<file path="config.mk">
export PLATFORM = sky130hd
export DESIGN_NAME = dcrs_ratio_switch
export DESIGN_NICKNAME = d
export VERILOG_FILES = /design/src/logic/dcrs_pkg.sv /design/src/logic/dcrs_ratio_switch.sv
export VERILOG_INCLUDE_DIRS = /design/src /design/src/logic
export SDC_FILE = /design/constraint.sdc
export NUM_CORES = 1
export LEC_CHECK = 0
export ABC_AREA = 1
export BUFFER_PORTS_ARGS = -buffer_cell sky130_fd_sc_hd__clkbuf_2
export CORE_MARGIN = 3
export CORE_UTILIZATION = 52
export DETAILED_ROUTE_END_ITERATION = 16
export PLACE_DENSITY = 0.8
export SLEW_MARGIN = 10
export SYNTH_ARGS = -nofsm -noshare
export SYNTH_HDL_FRONTEND = slang
export SYNTH_SLANG_ARGS = --single-unit
</file>
<file path="constraint.sdc">
create_clock -name clock -period 1.8 [get_ports clock]
set_clock_uncertainty 0.2 [all_clocks]
set_input_delay 0.36 -clock clock [delete_from_list [all_inputs] [get_ports clock]]
set_output_delay 0.36 -clock clock [all_outputs]
set_load 0.05 [all_outputs]
</file>
<file path="src/logic/dcrs_defines.svh">
`ifndef DCRS_DEFINES_SVH
`define DCRS_DEFINES_SVH
`define DCRS_CODE_W 6
`define DCRS_NOT_SUPPORTED 6'h3f
`define DCRS_SYNC_IDLE 2'b11
`endif

</file>
<file path="src/logic/dcrs_pkg.sv">
package dcrs_pkg;
	typedef enum logic [2:0]
	{
		DCRS_FULL = 3'b001,
		DCRS_HALF = 3'b010,
		DCRS_QUARTER = 3'b100
	} dcrs_mode_type;
endpackage : dcrs_pkg

</file>
<file path="src/logic/dcrs_ratio_switch.sv">
`timescale 1ns/1ns
`include "dcrs_defines.svh"
// Operation
// - divide ratio by two or four live
// - half mode from bit or pin
// - full ratio when half request drops
// - quarter mode from bit or pin
// - ratio change takes one clock from the bits, three from the pins
// - any request pin overrides software bits
// - both pins disable switching entirely
// - divided modes depend on latched strap
// - unsupported target keeps present multiplier
// - unsupported quarter from half stays half
// - readback shows multiplier in effect
// - strap 001110 gives 20x table
// - strap 110110 gives 16x table
// - strap 001010 gives 18x table
// - strap 111110 gives 12.5x table
// - strap 000000 gives 11.5x table
// - strap 010010 gives 21x table
module dcrs_ratio_switch
(
	// clock and reset
	input wire logic clock,
	input wire logic sys_rst,
	// strap and software control
	input wire logic [5:0] ratio_strap,
	input wire logic sw_half_speed_bit,
	input wire logic sw_quarter_speed_bit,
	// board request pins
	input wire logic half_speed_request_n,
	input wire logic quarter_speed_request_n,
	// status
	output logic [5:0] ratio_readback,
	output dcrs_pkg::dcrs_mode_type mode_q
);
	logic [5:0] strap_q;
	logic strap_take_q;
	logic [1:0] req_pin_n;
	logic [1:0] half_sync_q;
	logic [1:0] quarter_sync_q;
	logic want_half_d;
	logic want_quarter_d;
	logic [5:0] half_code;
	logic [5:0] quarter_code;
	dcrs_pkg::dcrs_mode_type mode_d;

	// half-mode code per strap, 3f when unsupported
	function automatic logic [5:0] half_of(input logic [5:0] s);
		case (s)
			6'h28: half_of = 6'h10;
			6'h2c: half_of = 6'h15;
			6'h24: half_of = 6'h35;
			6'h34: half_of = 6'h20;
			6'h14: half_of = 6'h20;
			6'h08: half_of = 6'h35;
			6'h04: half_of = 6'h35;
			6'h30: half_of = 6'h28;
			6'h18: half_of = 6'h28;
			6'h1e: half_of = 6'h1d;
			6'h1c: half_of = 6'h1d;
			6'h2a: half_of = 6'h2c;
			6'h22: half_of = 6'h2c;
			6'h26: half_of = 6'h24;
			6'h00: half_of = 6'h24;
			6'h2e: half_of = 6'h34;
			6'h3e: half_of = 6'h34;
			6'h16: half_of = 6'h14;
			6'h38: half_of = 6'h14;
			6'h32: half_of = 6'h08;
			6'h06: half_of = 6'h04;
			6'h36: half_of = 6'h30;
			6'h02: half_of = 6'h18;
			6'h0a: half_of = 6'h1e;
			6'h0e: half_of = 6'h2a;
			6'h12: half_of = 6'h22;
			default: half_of = `DCRS_NOT_SUPPORTED;
		endcase
	endfunction : half_of

	// quarter-mode code per strap, 3f when unsupported
	function automatic logic [5:0] quarter_of(input logic [5:0] s);
		case (s)
			6'h30: quarter_of = 6'h10;
			6'h1e: quarter_of = 6'h10;
			6'h2a: quarter_of = 6'h15;
			6'h26: quarter_of = 6'h15;
			6'h2e: quarter_of = 6'h20;
			6'h16: quarter_of = 6'h20;
			6'h32: quarter_of = 6'h35;
			6'h06: quarter_of = 6'h35;
			6'h36: quarter_of = 6'h28;
			6'h02: quarter_of = 6'h28;
			6'h0a: quarter_of = 6'h1d;
			6'h0e: quarter_of = 6'h2c;
			6'h12: quarter_of = 6'h2c;
			default: quarter_of = `DCRS_NOT_SUPPORTED;
		endcase
	endfunction : quarter_of

	// strap caught on the first clock after reset release
	always_ff @(posedge clock)
	begin
		if (sys_rst)
			strap_take_q <= 1'b1;
		else
			strap_take_q <= 1'b0;
		if (strap_take_q || sys_rst)
			strap_q <= ratio_strap;
	end

	// request pins gathered so one synchroniser loop serves both
	assign req_pin_n = {quarter_speed_request_n, half_speed_request_n};

	// two-flop synchronisers, idle high; only the second stage feeds logic
	for (genvar p = 0; p < 2; p++)
	begin : g_pin_sync
		logic [1:0] stage_q;
		always_ff @(posedge clock)
		begin
			if (sys_rst)
				stage_q <= `DCRS_SYNC_IDLE;
			else
				stage_q <= {stage_q[0], req_pin_n[p]};
		end
	end

	// synchroniser outputs by pin
	assign half_sync_q = g_pin_sync[0].stage_q;
	assign quarter_sync_q = g_pin_sync[1].stage_q;

	assign half_code = half_of(strap_q);
	assign quarter_code = quarter_of(strap_q);

	// request arbitration: pins override bits, both pins disable
	always_comb
	begin
		if (!half_sync_q[1] && !quarter_sync_q[1])
		begin
			want_half_d = 1'b0;
			want_quarter_d = 1'b0;
		end
		else if (!half_sync_q[1] || !quarter_sync_q[1])
		begin
			want_half_d = !half_sync_q[1];
			want_quarter_d = !quarter_sync_q[1];
		end
		else
		begin
			want_half_d = sw_half_speed_bit;
			want_quarter_d = sw_quarter_speed_bit;
		end
	end

	// target mode, unsupported targets hold present mode
	always_comb
	begin
		mode_d = mode_q;
		if (want_quarter_d)
		begin
			if (quarter_code != `DCRS_NOT_SUPPORTED)
				mode_d = dcrs_pkg::DCRS_QUARTER;
			else if (mode_q == dcrs_pkg::DCRS_QUARTER)
				mode_d = dcrs_pkg::DCRS_QUARTER;
			else if (mode_q == dcrs_pkg::DCRS_HALF)
				mode_d = dcrs_pkg::DCRS_HALF;
			else
				mode_d = dcrs_pkg::DCRS_FULL;
		end
		else if (want_half_d)
		begin
			if (half_code != `DCRS_NOT_SUPPORTED)
				mode_d = dcrs_pkg::DCRS_HALF;
			else
				mode_d = mode_q;
		end
		else
			mode_d = dcrs_pkg::DCRS_FULL;
	end

	// mode register, one clock per change
	always_ff @(posedge clock)
	begin
		if (sys_rst || strap_take_q)
			mode_q <= dcrs_pkg::DCRS_FULL;
		else
			mode_q <= mode_d;
	end

	// readback of the live multiplier code
	always_ff @(posedge clock)
	begin
		if (sys_rst || strap_take_q)
			ratio_readback <= ratio_strap;
		else
		begin
			case (mode_d)
				dcrs_pkg::DCRS_HALF: ratio_readback <= half_code;
				dcrs_pkg::DCRS_QUARTER: ratio_readback <= quarter_code;
				default: ratio_readback <= strap_q;
			endcase
		end
	end
endmodule : dcrs_ratio_switch

</file>
==> run metrics, run 1 <==
Remaining DRCs 0; R2R depth 12; Post-DP HPWL 3620 um; worst hold stages 2; first drt pass iteration count 6; hold_sp half_speed_request_n; final net count 373; Int Power 1.43 mW; Seq/Total Area, Yosys 36.2%; power per cell area 821 mW/mm^2; Combinational Power Share 33.7%; Leak 1.40 nW; Hold Path Class input port to register; FILL cells 228; Area Growth Syn to Fin 40.2%; part of the cycle the worst path needs 107%; actual slew at the worst max-slew pin 0.315 ns; Hold Slack 0.0554 ns; post-synth top area share 26.9%; H-tree depth 2; fraction of layout cells with a size suffix above 1 39.0%; vias in the first global route 1,965; ant diodes 0; worst r2r dst half_code[0]$_DFF_P_; TritonCTS Buffers 5; grt ovf 0; FMAX 517 MHz; gpl congestion 0.927; Root Driver clkbuf_8; CTS tree done; Core ar. 0.00347 sq mm; switching share of power 35.7%; Iteration-0 DRC Markers 162; CP Data Arrival Time 1.93 ns; initial antenna violation count 0; Final Hold Vio Count 0; Initial Util 55.8%; failing checks negative setup slack; Worst-path clk slew 0.07 ns; max-cap violations 0; relative slew slack 79.0%; # IOs 21; post-synthesis cell area 0.00193 sq mm; DP Cell Count 383; overall die height 67.0 um; final non-filler cell total 408; worst r2r src strap_take_q$_DFF_P_; dominant cells by area after synthesis dfxtp_1 (27%), nand2_1 (21%), edfxtp_1 (9.3%), nand3_1 (8.8%), inv_1 (6.6%); CTS Sinks 32; synth warn 0; first-pass GRT wire length 8630 um; Syn Area/Cell 6.56 sq um; r2r setup slk -0.13 ns; DR WL/cell 14.5 um; commonest non-fill, non-tap cells in the layout nand2_1 (92), buf_4 (38), inv_1 (31), nand3_1 (28), dfxtp_1 (22); clk_lat worst skew 0.29 ns; unrepaired setup endpoints after global routing yes; Syn Inst Count 295; Worst setup SP type register; Max FO, Critical Path 7; Pins Over Slew Limit 0; final worst slack -0.134 ns; status complete, but fails checks; most common cell after layout, fill and taps aside nand2_1; Vias/cell 5.43; Switch Pwr 795 uW; antenna-violating nets left 0; IO Port Bufs 20; largest net degree at the start of global routing 19; Seq pwr share 38.2%; CTS Buffer Depth 2; cell taking the most area after synthesis dfxtp_1; crit path capture type register; Total GRT Usage 25.7%; DIE WIDTH 67.0 um; endpoints failing setup 9; Yosys cell types 28; total wire length 5900 um; Synthesized Nets 307; critical setup path kind register to register; Clock power frac 28.1%; Peak VDD IR 0.418 mV; CP required 1.79 ns; num rows 21; Synth Register Bits 32; Hold Path Sink g_pin_sync[0].stage_q[0]$_SDFF_PP1_; Vias 2,216; die area 0.00449 sq mm; Final min period 1.93 ns
-- timing repair --
action | 4_1_cts | 5_1_grt
hold buffers | 0 | 0
hold endpoints to repair | 0 | 0
setup buffers | 10 | 5
pin swaps | 7 | 17
setup endpoints to repair | 11 | 18
resized for setup | 16 | 48
gates cloned | 1 | 1
-- cells in the mapped netlist --
cell	n
o21ai_1	3
edfxtp_1	6
nand3_1	34
buf_2	2
inv_1	34
a22oi_1	1
buf_4	3
dfxtp_1	26
clkinv_1	1
nand3_2	1
buf_6	1
o21ai_2	3
nand4_1	7
inv_2	5
buf_12	1
a21oi_2	3
nor2_4	3
nor3_1	2
or2_2	4
a21oi_1	5
nor2_2	4
nand2_2	2
o21ai_0	11
o21ai_4	1
nand2_1	106
nand2_4	3
nor2_1	22
clkbuf_1	1
-- power by group through the flow --
stage / combinational, mW / clock (mW) / sequential (mW)
finish: 0.751 / 0.626 / 0.850
global route: 0.817 / 0.666 / 0.856
CTS: 0.641 / 0.616 / 0.847
detailed placement: 0.593 / 0 / 0.862
global placement: 0.591 / 0 / 0.860
floorplan: 0.357 / 0 / 0.921
-- routing by layer --
metal | up-vias | track usage [%] | wire length [um]
li1 | 1065 | - | -
met3 | 25 | 4.89 | 364
met4 | 0 | 13.2 | 210
met2 | 95 | 45.7 | 2950
met1 | 1031 | 28.7 | 2370
met5 | - | 0 | 0
-- sequential cells by signal (all words and copies together) (netlist names) --
name,flops
mode_q,3
ratio_readback,6
strap_q,6
quarter_code,6
strap_take_q,1
half_code,6
g_pin_sync.stage_q,4
-- metrics by stage --
stage	total power, mW	TNS (ns)	setup WS, ns	util (%)	area (sq um)
finish	2.23	-0.294	-0.134	78.2	2710
global route	2.34	-1.64	-0.199	78.2	2710
CTS	2.10	-0.0214	-0.00942	72.0	2500
detailed placement	1.46	-2.69	-0.319	65.0	2260
global placement	1.45	-2.47	-0.302	65.0	2260
floorplan	1.28	0	0.0648	-	1940
-- worst max-delay path: stages (launching register included) --
cell and delay, ns:
dfxtp_2 0.34, inv_4 0.09, nand2_8 0.07, buf_6 0.13, o21ai_4 0.23, buf_6 0.16, nor2_1 0.05, nor2_1 0.18
o21ai_1 0.11, nand2_1 0.09, nand3_1 0.07, nand2_1 0.09, inv_1 0.04
-- layout make-up --
| type | instances | area, sq um | share of cell area, % |
|---|---|---|---|
| inverter | 40 | 158 | 5.81 |
| timing repair buffer | 66 | 469 | 17.3 |
| clock buffer | 8 | 100 | 3.69 |
| sequential | 32 | 706 | 26.0 |
| tap | 46 | 57.6 | 2.12 |
| multi-input combinational | 216 | 1220 | 45.0 |
-- worst max path at each step --
stage | startpoint | endpoint | slack [ns] | cells past startpoint
2_1_floorplan | mode_q[1]$_SDFF_PP0_ | ratio_readback[2]$_DFF_P_ | 0.06 | 10
3_3_place_gp | sys_rst | quarter_code[4]$_DFF_P_ | -0.30 | 13
3_5_place_dp | sys_rst | quarter_code[4]$_DFF_P_ | -0.32 | 13
4_1_cts | strap_take_q$_DFF_P_ | quarter_code[4]$_DFF_P_ | -0.009 | 11
5_1_grt | strap_take_q$_DFF_P_ | half_code[0]$_DFF_P_ | -0.20 | 12
6_report | strap_take_q$_DFF_P_ | half_code[0]$_DFF_P_ | -0.13 | 12
-- kinds of logic after synthesis --
| group | share of synthesized area (%) |
|---|---|
| compound gates | 8.86 |
| buf+inv | 11.3 |
| flops | 36.2 |
| simple gates | 43.7 |
Note: power is estimated with default switching activity, not from simulation.
==> inputs of run 2 (changes only) <==
--- a/config.mk
+++ b/config.mk
@@ -8,8 +8,10 @@
 export LEC_CHECK = 0
 export ABC_AREA = 1
 export BUFFER_PORTS_ARGS = -buffer_cell sky130_fd_sc_hd__clkbuf_2
+export CELL_PAD_IN_SITES_DETAIL_PLACEMENT = 1
+export CELL_PAD_IN_SITES_GLOBAL_PLACEMENT = 1
 export CORE_MARGIN = 3
-export CORE_UTILIZATION = 52
+export CORE_UTILIZATION = 37
 export DETAILED_ROUTE_END_ITERATION = 16
 export PLACE_DENSITY = 0.8
 export SLEW_MARGIN = 10
==> run metrics, run 2 (synthesis results as in run 1) <==
DR WL/cell 16.4 um (+13%); Combinational Power Share 33.9% (+0.2 points); Remaining DRCs 0 (unchanged); dpl ws -0.259 ns (+0.0594 ns); CP most frequent cell nand2_1; final non-filler cell total 435 (+6.6%); Setup TNS -0.409 ns (-0.115 ns); CTS Buffer Depth 2 (unchanged); power per cell area 839 mW/mm^2 (+2.1%); Switch Pwr 820 uW (+3.1%); Total GRT Usage 23.1% (-2.6 points); Post-DP HPWL 4740 um (+31%); critical path's largest stage delay 0.34 ns (about the same); Root Driver clkbuf_8; DP Cell Count 416 (+8.6%); initial antenna violation count 0 (unchanged); first drt pass iteration count 4 (-2); Hold Path Class input port to register; Int Power 1.51 mW (+5.4%); clk_lat worst skew 0.29 ns (about the same); CP required 1.79 ns (about the same); Final min period 1.87 ns (-0.0622 ns); Vias/cell 5.10 (-6.0%); die area 0.00613 sq mm (+37%); Final Hold Vio Count 0 (unchanged); Post-Place Cell Area 0.00237 sq mm (+5.2%); first-pass GRT wire length 11,000 um (+28%); gpl congestion 0.876 (-5.5%); part of the cycle the worst path needs 104% (-3.5 points); Pins Over Slew Limit 0 (unchanged); status complete, but fails checks; actual slew at the worst max-slew pin 0.294 ns (-0.0208 ns); CP max stage cell dfxtp_2; Area Growth Syn to Fin 43.6%; worst r2r src strap_take_q$_DFF_P_; Worst setup SP type register; endpoints failing setup 11 (+2); IO Port Bufs 20 (unchanged); final net count 379 (+1.6%); fraction of layout cells with a size suffix above 1 41.0% (+2.1 points); switching share of power 35.2% (-0.50 points); Critical Path Start strap_take_q$_DFF_P_; Seq pwr share 36.7% (-1.5 points); Initial Util 39.6% (-16 points); FMAX 534 MHz (+3.3%); critical setup path kind register to register; CTS Sinks 32 (unchanged); Finished Core Util 56.9% (-21 points); vias in the first global route 2,265 (+15%); total wire length 7130 um (+21%); Leak 1.43 nW (+1.8%); hold_sp quarter_speed_request_n; unrepaired setup endpoints after global routing yes; most common cell after layout, fill and taps aside nand2_1; Iteration-0 DRC Markers 92 (-43%); TritonCTS Buffers 5 (unchanged); CTS tree done; crit path buf inv count 3 (-1); max-cap violations 0 (unchanged); final worst slack -0.0714 ns (+0.0622 ns); # IOs 21 (unchanged); Clock power frac 29.4% (+1.3 points); Max FO, Critical Path 8 (+1); antenna-violating nets left 0 (unchanged); post-route cell area 0.00278 sq mm (+2.4%); failing checks negative setup slack; relative slew slack 80.3% (+1.3 points); CP top delay family simple AND/OR/NAND/NOR gates; cell chain of the critical path inv_4 -> nand2_8 -> buf_6 -> o21ai_4 -> inv_4 -> nor2_2 -> nand2_2 -> nand2_1 -> o21ai_0 -> nand2_1 -> nand2_1; Power Total 2.33 mW (+4.6%); commonest non-fill, non-tap cells in the layout nand2_1 (95), buf_4 (48), inv_1 (32), nand3_1 (26), clkbuf_2 (20); largest net degree at the start of global routing 14 (-5); CP Data Arrival Time 1.86 ns (-0.07 ns); Core ar. 0.00488 sq mm (+41%); ant diodes 0 (unchanged); crit path capture type register; grt ovf 0 (unchanged); Vias 2,220 (+0.18%); Peak VDD IR 0.440 mV (+5.2%); FILL cells 659 (+190%); H-tree depth 2 (unchanged); Worst-path clk slew 0.07 ns (about the same); DIE WIDTH 78.3 um (+17%); overall die height 78.3 um (+17%); Hold Slack 0.0628 ns (+0.00739 ns); num rows 25 (+19%)
==> run 2: changes by cell type in the layout (fill, tap and decap cells not counted), sizes merged <==
cell    previous run  this run
clkbuf            28        26
clkinv             0         1
bufinv             0         1
buf               46        52
==> run 2: power by group through the flow <==
| stage | Clock, mW | Combinational (mW) | Sequential [mW] |
|---|---|---|---|
| after global routing | 0.732 | 0.863 | 0.862 |
| after detailed placement | 0 | 0.648 | 0.865 |
| after global placement | 0 | 0.628 | 0.862 |
| after floorplan | 0 | 0.357 | 0.921 |
| after CTS | 0.699 | 0.693 | 0.850 |
| final | 0.685 | 0.789 | 0.854 |
==> run 2: repair_timing <==
item | in CTS | in global routing
setup endpoints to repair | 18 | 18
pin swaps | 5 | 16
endpoints found under the hold margin | 0 | 0
hold buffers | 0 | 0
setup buffers | 5 | 5
gates resized for setup | 21 | 44
cloned | 1 | 0
==> run 2: worst reg2reg max path, cell delays in order (launching register included) <==
cell and delay [ns]:
dfxtp_2 0.34, inv_4 0.09, nand2_8 0.09, buf_6 0.15
o21ai_4 0.21, inv_4 0.09, nor2_2 0.17, nand2_2 0.13
nand2_1 0.10, o21ai_0 0.09, nand2_1 0.07, nand2_1 0.04
==> run 2: routing by layer <==
layer	track usage, %	share of wire [%]	vias up
met5	0	0	-
met4	7.87	2.2	0
met3	3.56	3.9	16
met2	40.8	53	54
met1	28.5	41	1077
li1	-	-	1073
==> run 2: final timing paths <==
kind                                    endpoint  slack (ns)  cells after the start
max                         half_code[3]$_DFF_P_       -0.07                     11
min          g_pin_sync[1].stage_q[0]$_SDFF_PP1_        0.06                      2
max reg2reg                 half_code[3]$_DFF_P_       -0.07                     11
min reg2reg  g_pin_sync[1].stage_q[1]$_SDFF_PP1_        0.22                      1
==> run 2: cell type report <==
type                       count  area [sq um]  area share [%]
multi-input combinational    216          1210            43.6
sequential                    32           711            25.6
timing repair buffer          72           505            18.2
inverter                      40           160            5.77
tap                           67          83.8            3.02
clock buffer                   6          72.6            2.61
clock inverter                 2          35.0            1.26
==> inputs of run 3 (changes only) <==
--- a/config.mk
+++ b/config.mk
@@ -14,6 +14,7 @@
 export CORE_UTILIZATION = 37
 export DETAILED_ROUTE_END_ITERATION = 16
 export PLACE_DENSITY = 0.8
+export SKIP_CTS_REPAIR_TIMING = 1
 export SLEW_MARGIN = 10
 export SYNTH_ARGS = -nofsm -noshare
 export SYNTH_HDL_FRONTEND = slang
==> run metrics, run 3 (synthesis results as in run 1) <==
die area 0.00613 sq mm (unchanged); CTS Sinks 32 (unchanged); Seq pwr share 37.8% (+1.1 points); Hold Path Sink g_pin_sync[1].stage_q[0]$_SDFF_PP1_; Worst setup SP type register; critical setup path kind register to register; Hold Path Class input port to register; overall die height 78.3 um (unchanged); worst r2r dst quarter_code[4]$_DFF_P_; status complete, but fails checks; Max FO, Critical Path 8 (unchanged); gpl congestion 0.876 (unchanged); DP Cell Count 416 (unchanged); Vias/cell 4.88 (-4.3%); Int Power 1.49 mW (-1.5%); CP top delay family simple AND/OR/NAND/NOR gates; max-cap violations 0 (unchanged); failing checks negative setup slack; r2r setup slk -0.06 ns (about the same); Vias 2,100 (-5.4%); Multi-input gate area 0.00114 sq mm (-5.8%); Clock power frac 30.3% (+0.9 points); DIE WIDTH 78.3 um (unchanged); critical path's largest stage delay 0.34 ns (about the same); hold_sp quarter_speed_request_n; fraction of layout cells with a size suffix above 1 36.4% (-4.7 points); first-pass GRT wire length 9980 um (-9.7%); Peak VDD IR 0.443 mV (+0.78%); DR WL/cell 14.5 um (-11%); final net count 374 (-1.3%); Switch Pwr 771 uW (-5.9%); total wire length 6230 um (-13%); R2R depth 11 (unchanged); Register Area 708 sq um (-0.35%); crit path buf inv count 4 (+1); Pins Over Slew Limit 0 (unchanged); CP max stage cell dfxtp_2; Final min period 1.86 ns (-0.0148 ns); worst hold stages 2 (unchanged); Critical Path Stages 11 (unchanged); commonest non-fill, non-tap cells in the layout nand2_1 (99), buf_4 (44), inv_1 (33), nand3_1 (27); final non-filler cell total 430 (-1.1%); num rows 25 (unchanged); vias in the first global route 2,134 (-5.8%); cell chain of the critical path inv_4 -> nand2_8 -> buf_6 -> o21ai_4 -> inv_4 -> nor2_4 -> nand2_2 -> nand2_2 -> nand2_2 -> o21ai_2 -> inv_1; Leak 1.40 nW (-2.0%); antenna-violating nets left 0 (unchanged); Post-DP HPWL 4740 um (unchanged); switching share of power 34.2% (-1.0 points); CP most frequent cell nand2_2; Total GRT Usage 20.6% (-2.5 points); actual slew at the worst max-slew pin 0.349 ns (+0.0555 ns); crit path capture type register; Area Growth Syn to Fin 37.5%; H-tree depth 2 (unchanged); Remaining DRCs 0 (unchanged); part of the cycle the worst path needs 103% (-0.82 points); CP required 1.78 ns (about the same); most common cell after layout, fill and taps aside nand2_1; FILL cells 668 (+1.4%); CTS Buffer Depth 2 (unchanged); final worst slack -0.0566 ns (+0.0148 ns); CTS tree done; Final Hold Vio Count 0 (unchanged); Worst-path clk slew 0.07 ns (about the same); grt ovf 0 (unchanged); worst r2r src strap_take_q$_DFF_P_; power per cell area 849 mW/mm^2 (+1.3%); first drt pass iteration count 4 (unchanged); Initial Util 39.6% (unchanged); Combinational Power Share 31.9% (-2.0 points); # IOs 21 (unchanged); initial antenna violation count 0 (unchanged); unrepaired setup endpoints after global routing yes; TritonCTS Buffers 5 (unchanged); clk_lat worst skew 0.29 ns (about the same); IO Port Bufs 20 (unchanged); dpl ws -0.259 ns (unchanged); Core ar. 0.00488 sq mm (unchanged); relative slew slack 76.7% (-3.6 points); endpoints failing setup 11 (unchanged); Root Driver clkbuf_8; Iteration-0 DRC Markers 69 (-25%); FMAX 539 MHz (+0.80%); largest net degree at the start of global routing 16 (+2); ant diodes 0 (unchanged); CP Data Arrival Time 1.84 ns (-0.02 ns)
## run 3: changes by cell type in the layout (fill, tap and decap cells not counted), moves of 2 or more
cell     delta
a21oi_1     +2
buf_4       -4
dfxtp_1     +2
dfxtp_2     -2
inv_4       -2
nand2_1     +4
nand2_2     -2
nand2_4     -2
nor2_1      +3
nor2_4      -2
o21ai_0     +3
o21ai_1     -3
## run 3: worst max path at each step
| stage | from | slack, ns | end |
|---|---|---|---|
| floorplan | mode_q[1]$_SDFF_PP0_ | 0.06 | ratio_readback[2]$_DFF_P_ |
| global placement | sys_rst | -0.23 | quarter_code[4]$_DFF_P_ |
| detailed placement | sys_rst | -0.26 | quarter_code[4]$_DFF_P_ |
| CTS | strap_take_q$_DFF_P_ | -0.15 | quarter_code[4]$_DFF_P_ |
| global route | strap_take_q$_DFF_P_ | -0.19 | half_code[1]$_DFF_P_ |
| finish | strap_take_q$_DFF_P_ | -0.06 | quarter_code[4]$_DFF_P_ |
## run 3: routing by layer
metal | GRT usage [%] | vias to the layer above | share of wire, %
li1 | - | 1063 | -
met1 | 25.6 | 996 | 45
met2 | 35.5 | 31 | 50
met3 | 3.56 | 10 | 2.3
met4 | 7.69 | 0 | 1.9
met5 | 0 | - | 0
## run 3: worst reg2reg max path: stages (launching register included)
cell and delay (ns):
dfxtp_2 0.34, inv_4 0.09, nand2_8 0.08, buf_6 0.14, o21ai_4 0.24, inv_4 0.09, nor2_4 0.15, nand2_2 0.10
nand2_2 0.07, nand2_2 0.07, o21ai_2 0.13, inv_1 0.05
## run 3: final cells by class
class | instances | area share, %
Sequential cell | 32 | 26.6
Multi-Input combinational cell | 216 | 42.9
Tap cell | 67 | 3.15
Timing Repair Buffer | 67 | 17.5
Clock inverter | 2 | 1.32
Inverter | 40 | 5.84
Clock buffer | 6 | 2.73
## run 3: power by group through the flow
stage / Sequential (mW) / Clock, mW / Combinational (mW)
final: 0.853 / 0.685 / 0.721
after floorplan: 0.921 / 0 / 0.357
after global routing: 0.861 / 0.733 / 0.802
after CTS: 0.849 / 0.699 / 0.652
after detailed placement: 0.865 / 0 / 0.648
after global placement: 0.862 / 0 / 0.628
## run 3: metrics by stage
step	setup TNS, ns	hold WS, ns	cell area [sq um]	power, mW	utilization, %
2_1_floorplan	0	0.188	1940	1.28	-
3_3_place_gp	-2.30	0.199	2370	1.49	48.6
3_5_place_dp	-3.37	0.208	2370	1.51	48.6
4_1_cts	-1.81	0.0549	2480	2.20	50.8
5_1_grt	-2.24	0.0492	2660	2.40	54.5
6_report	-0.318	0.0641	2660	2.26	54.5
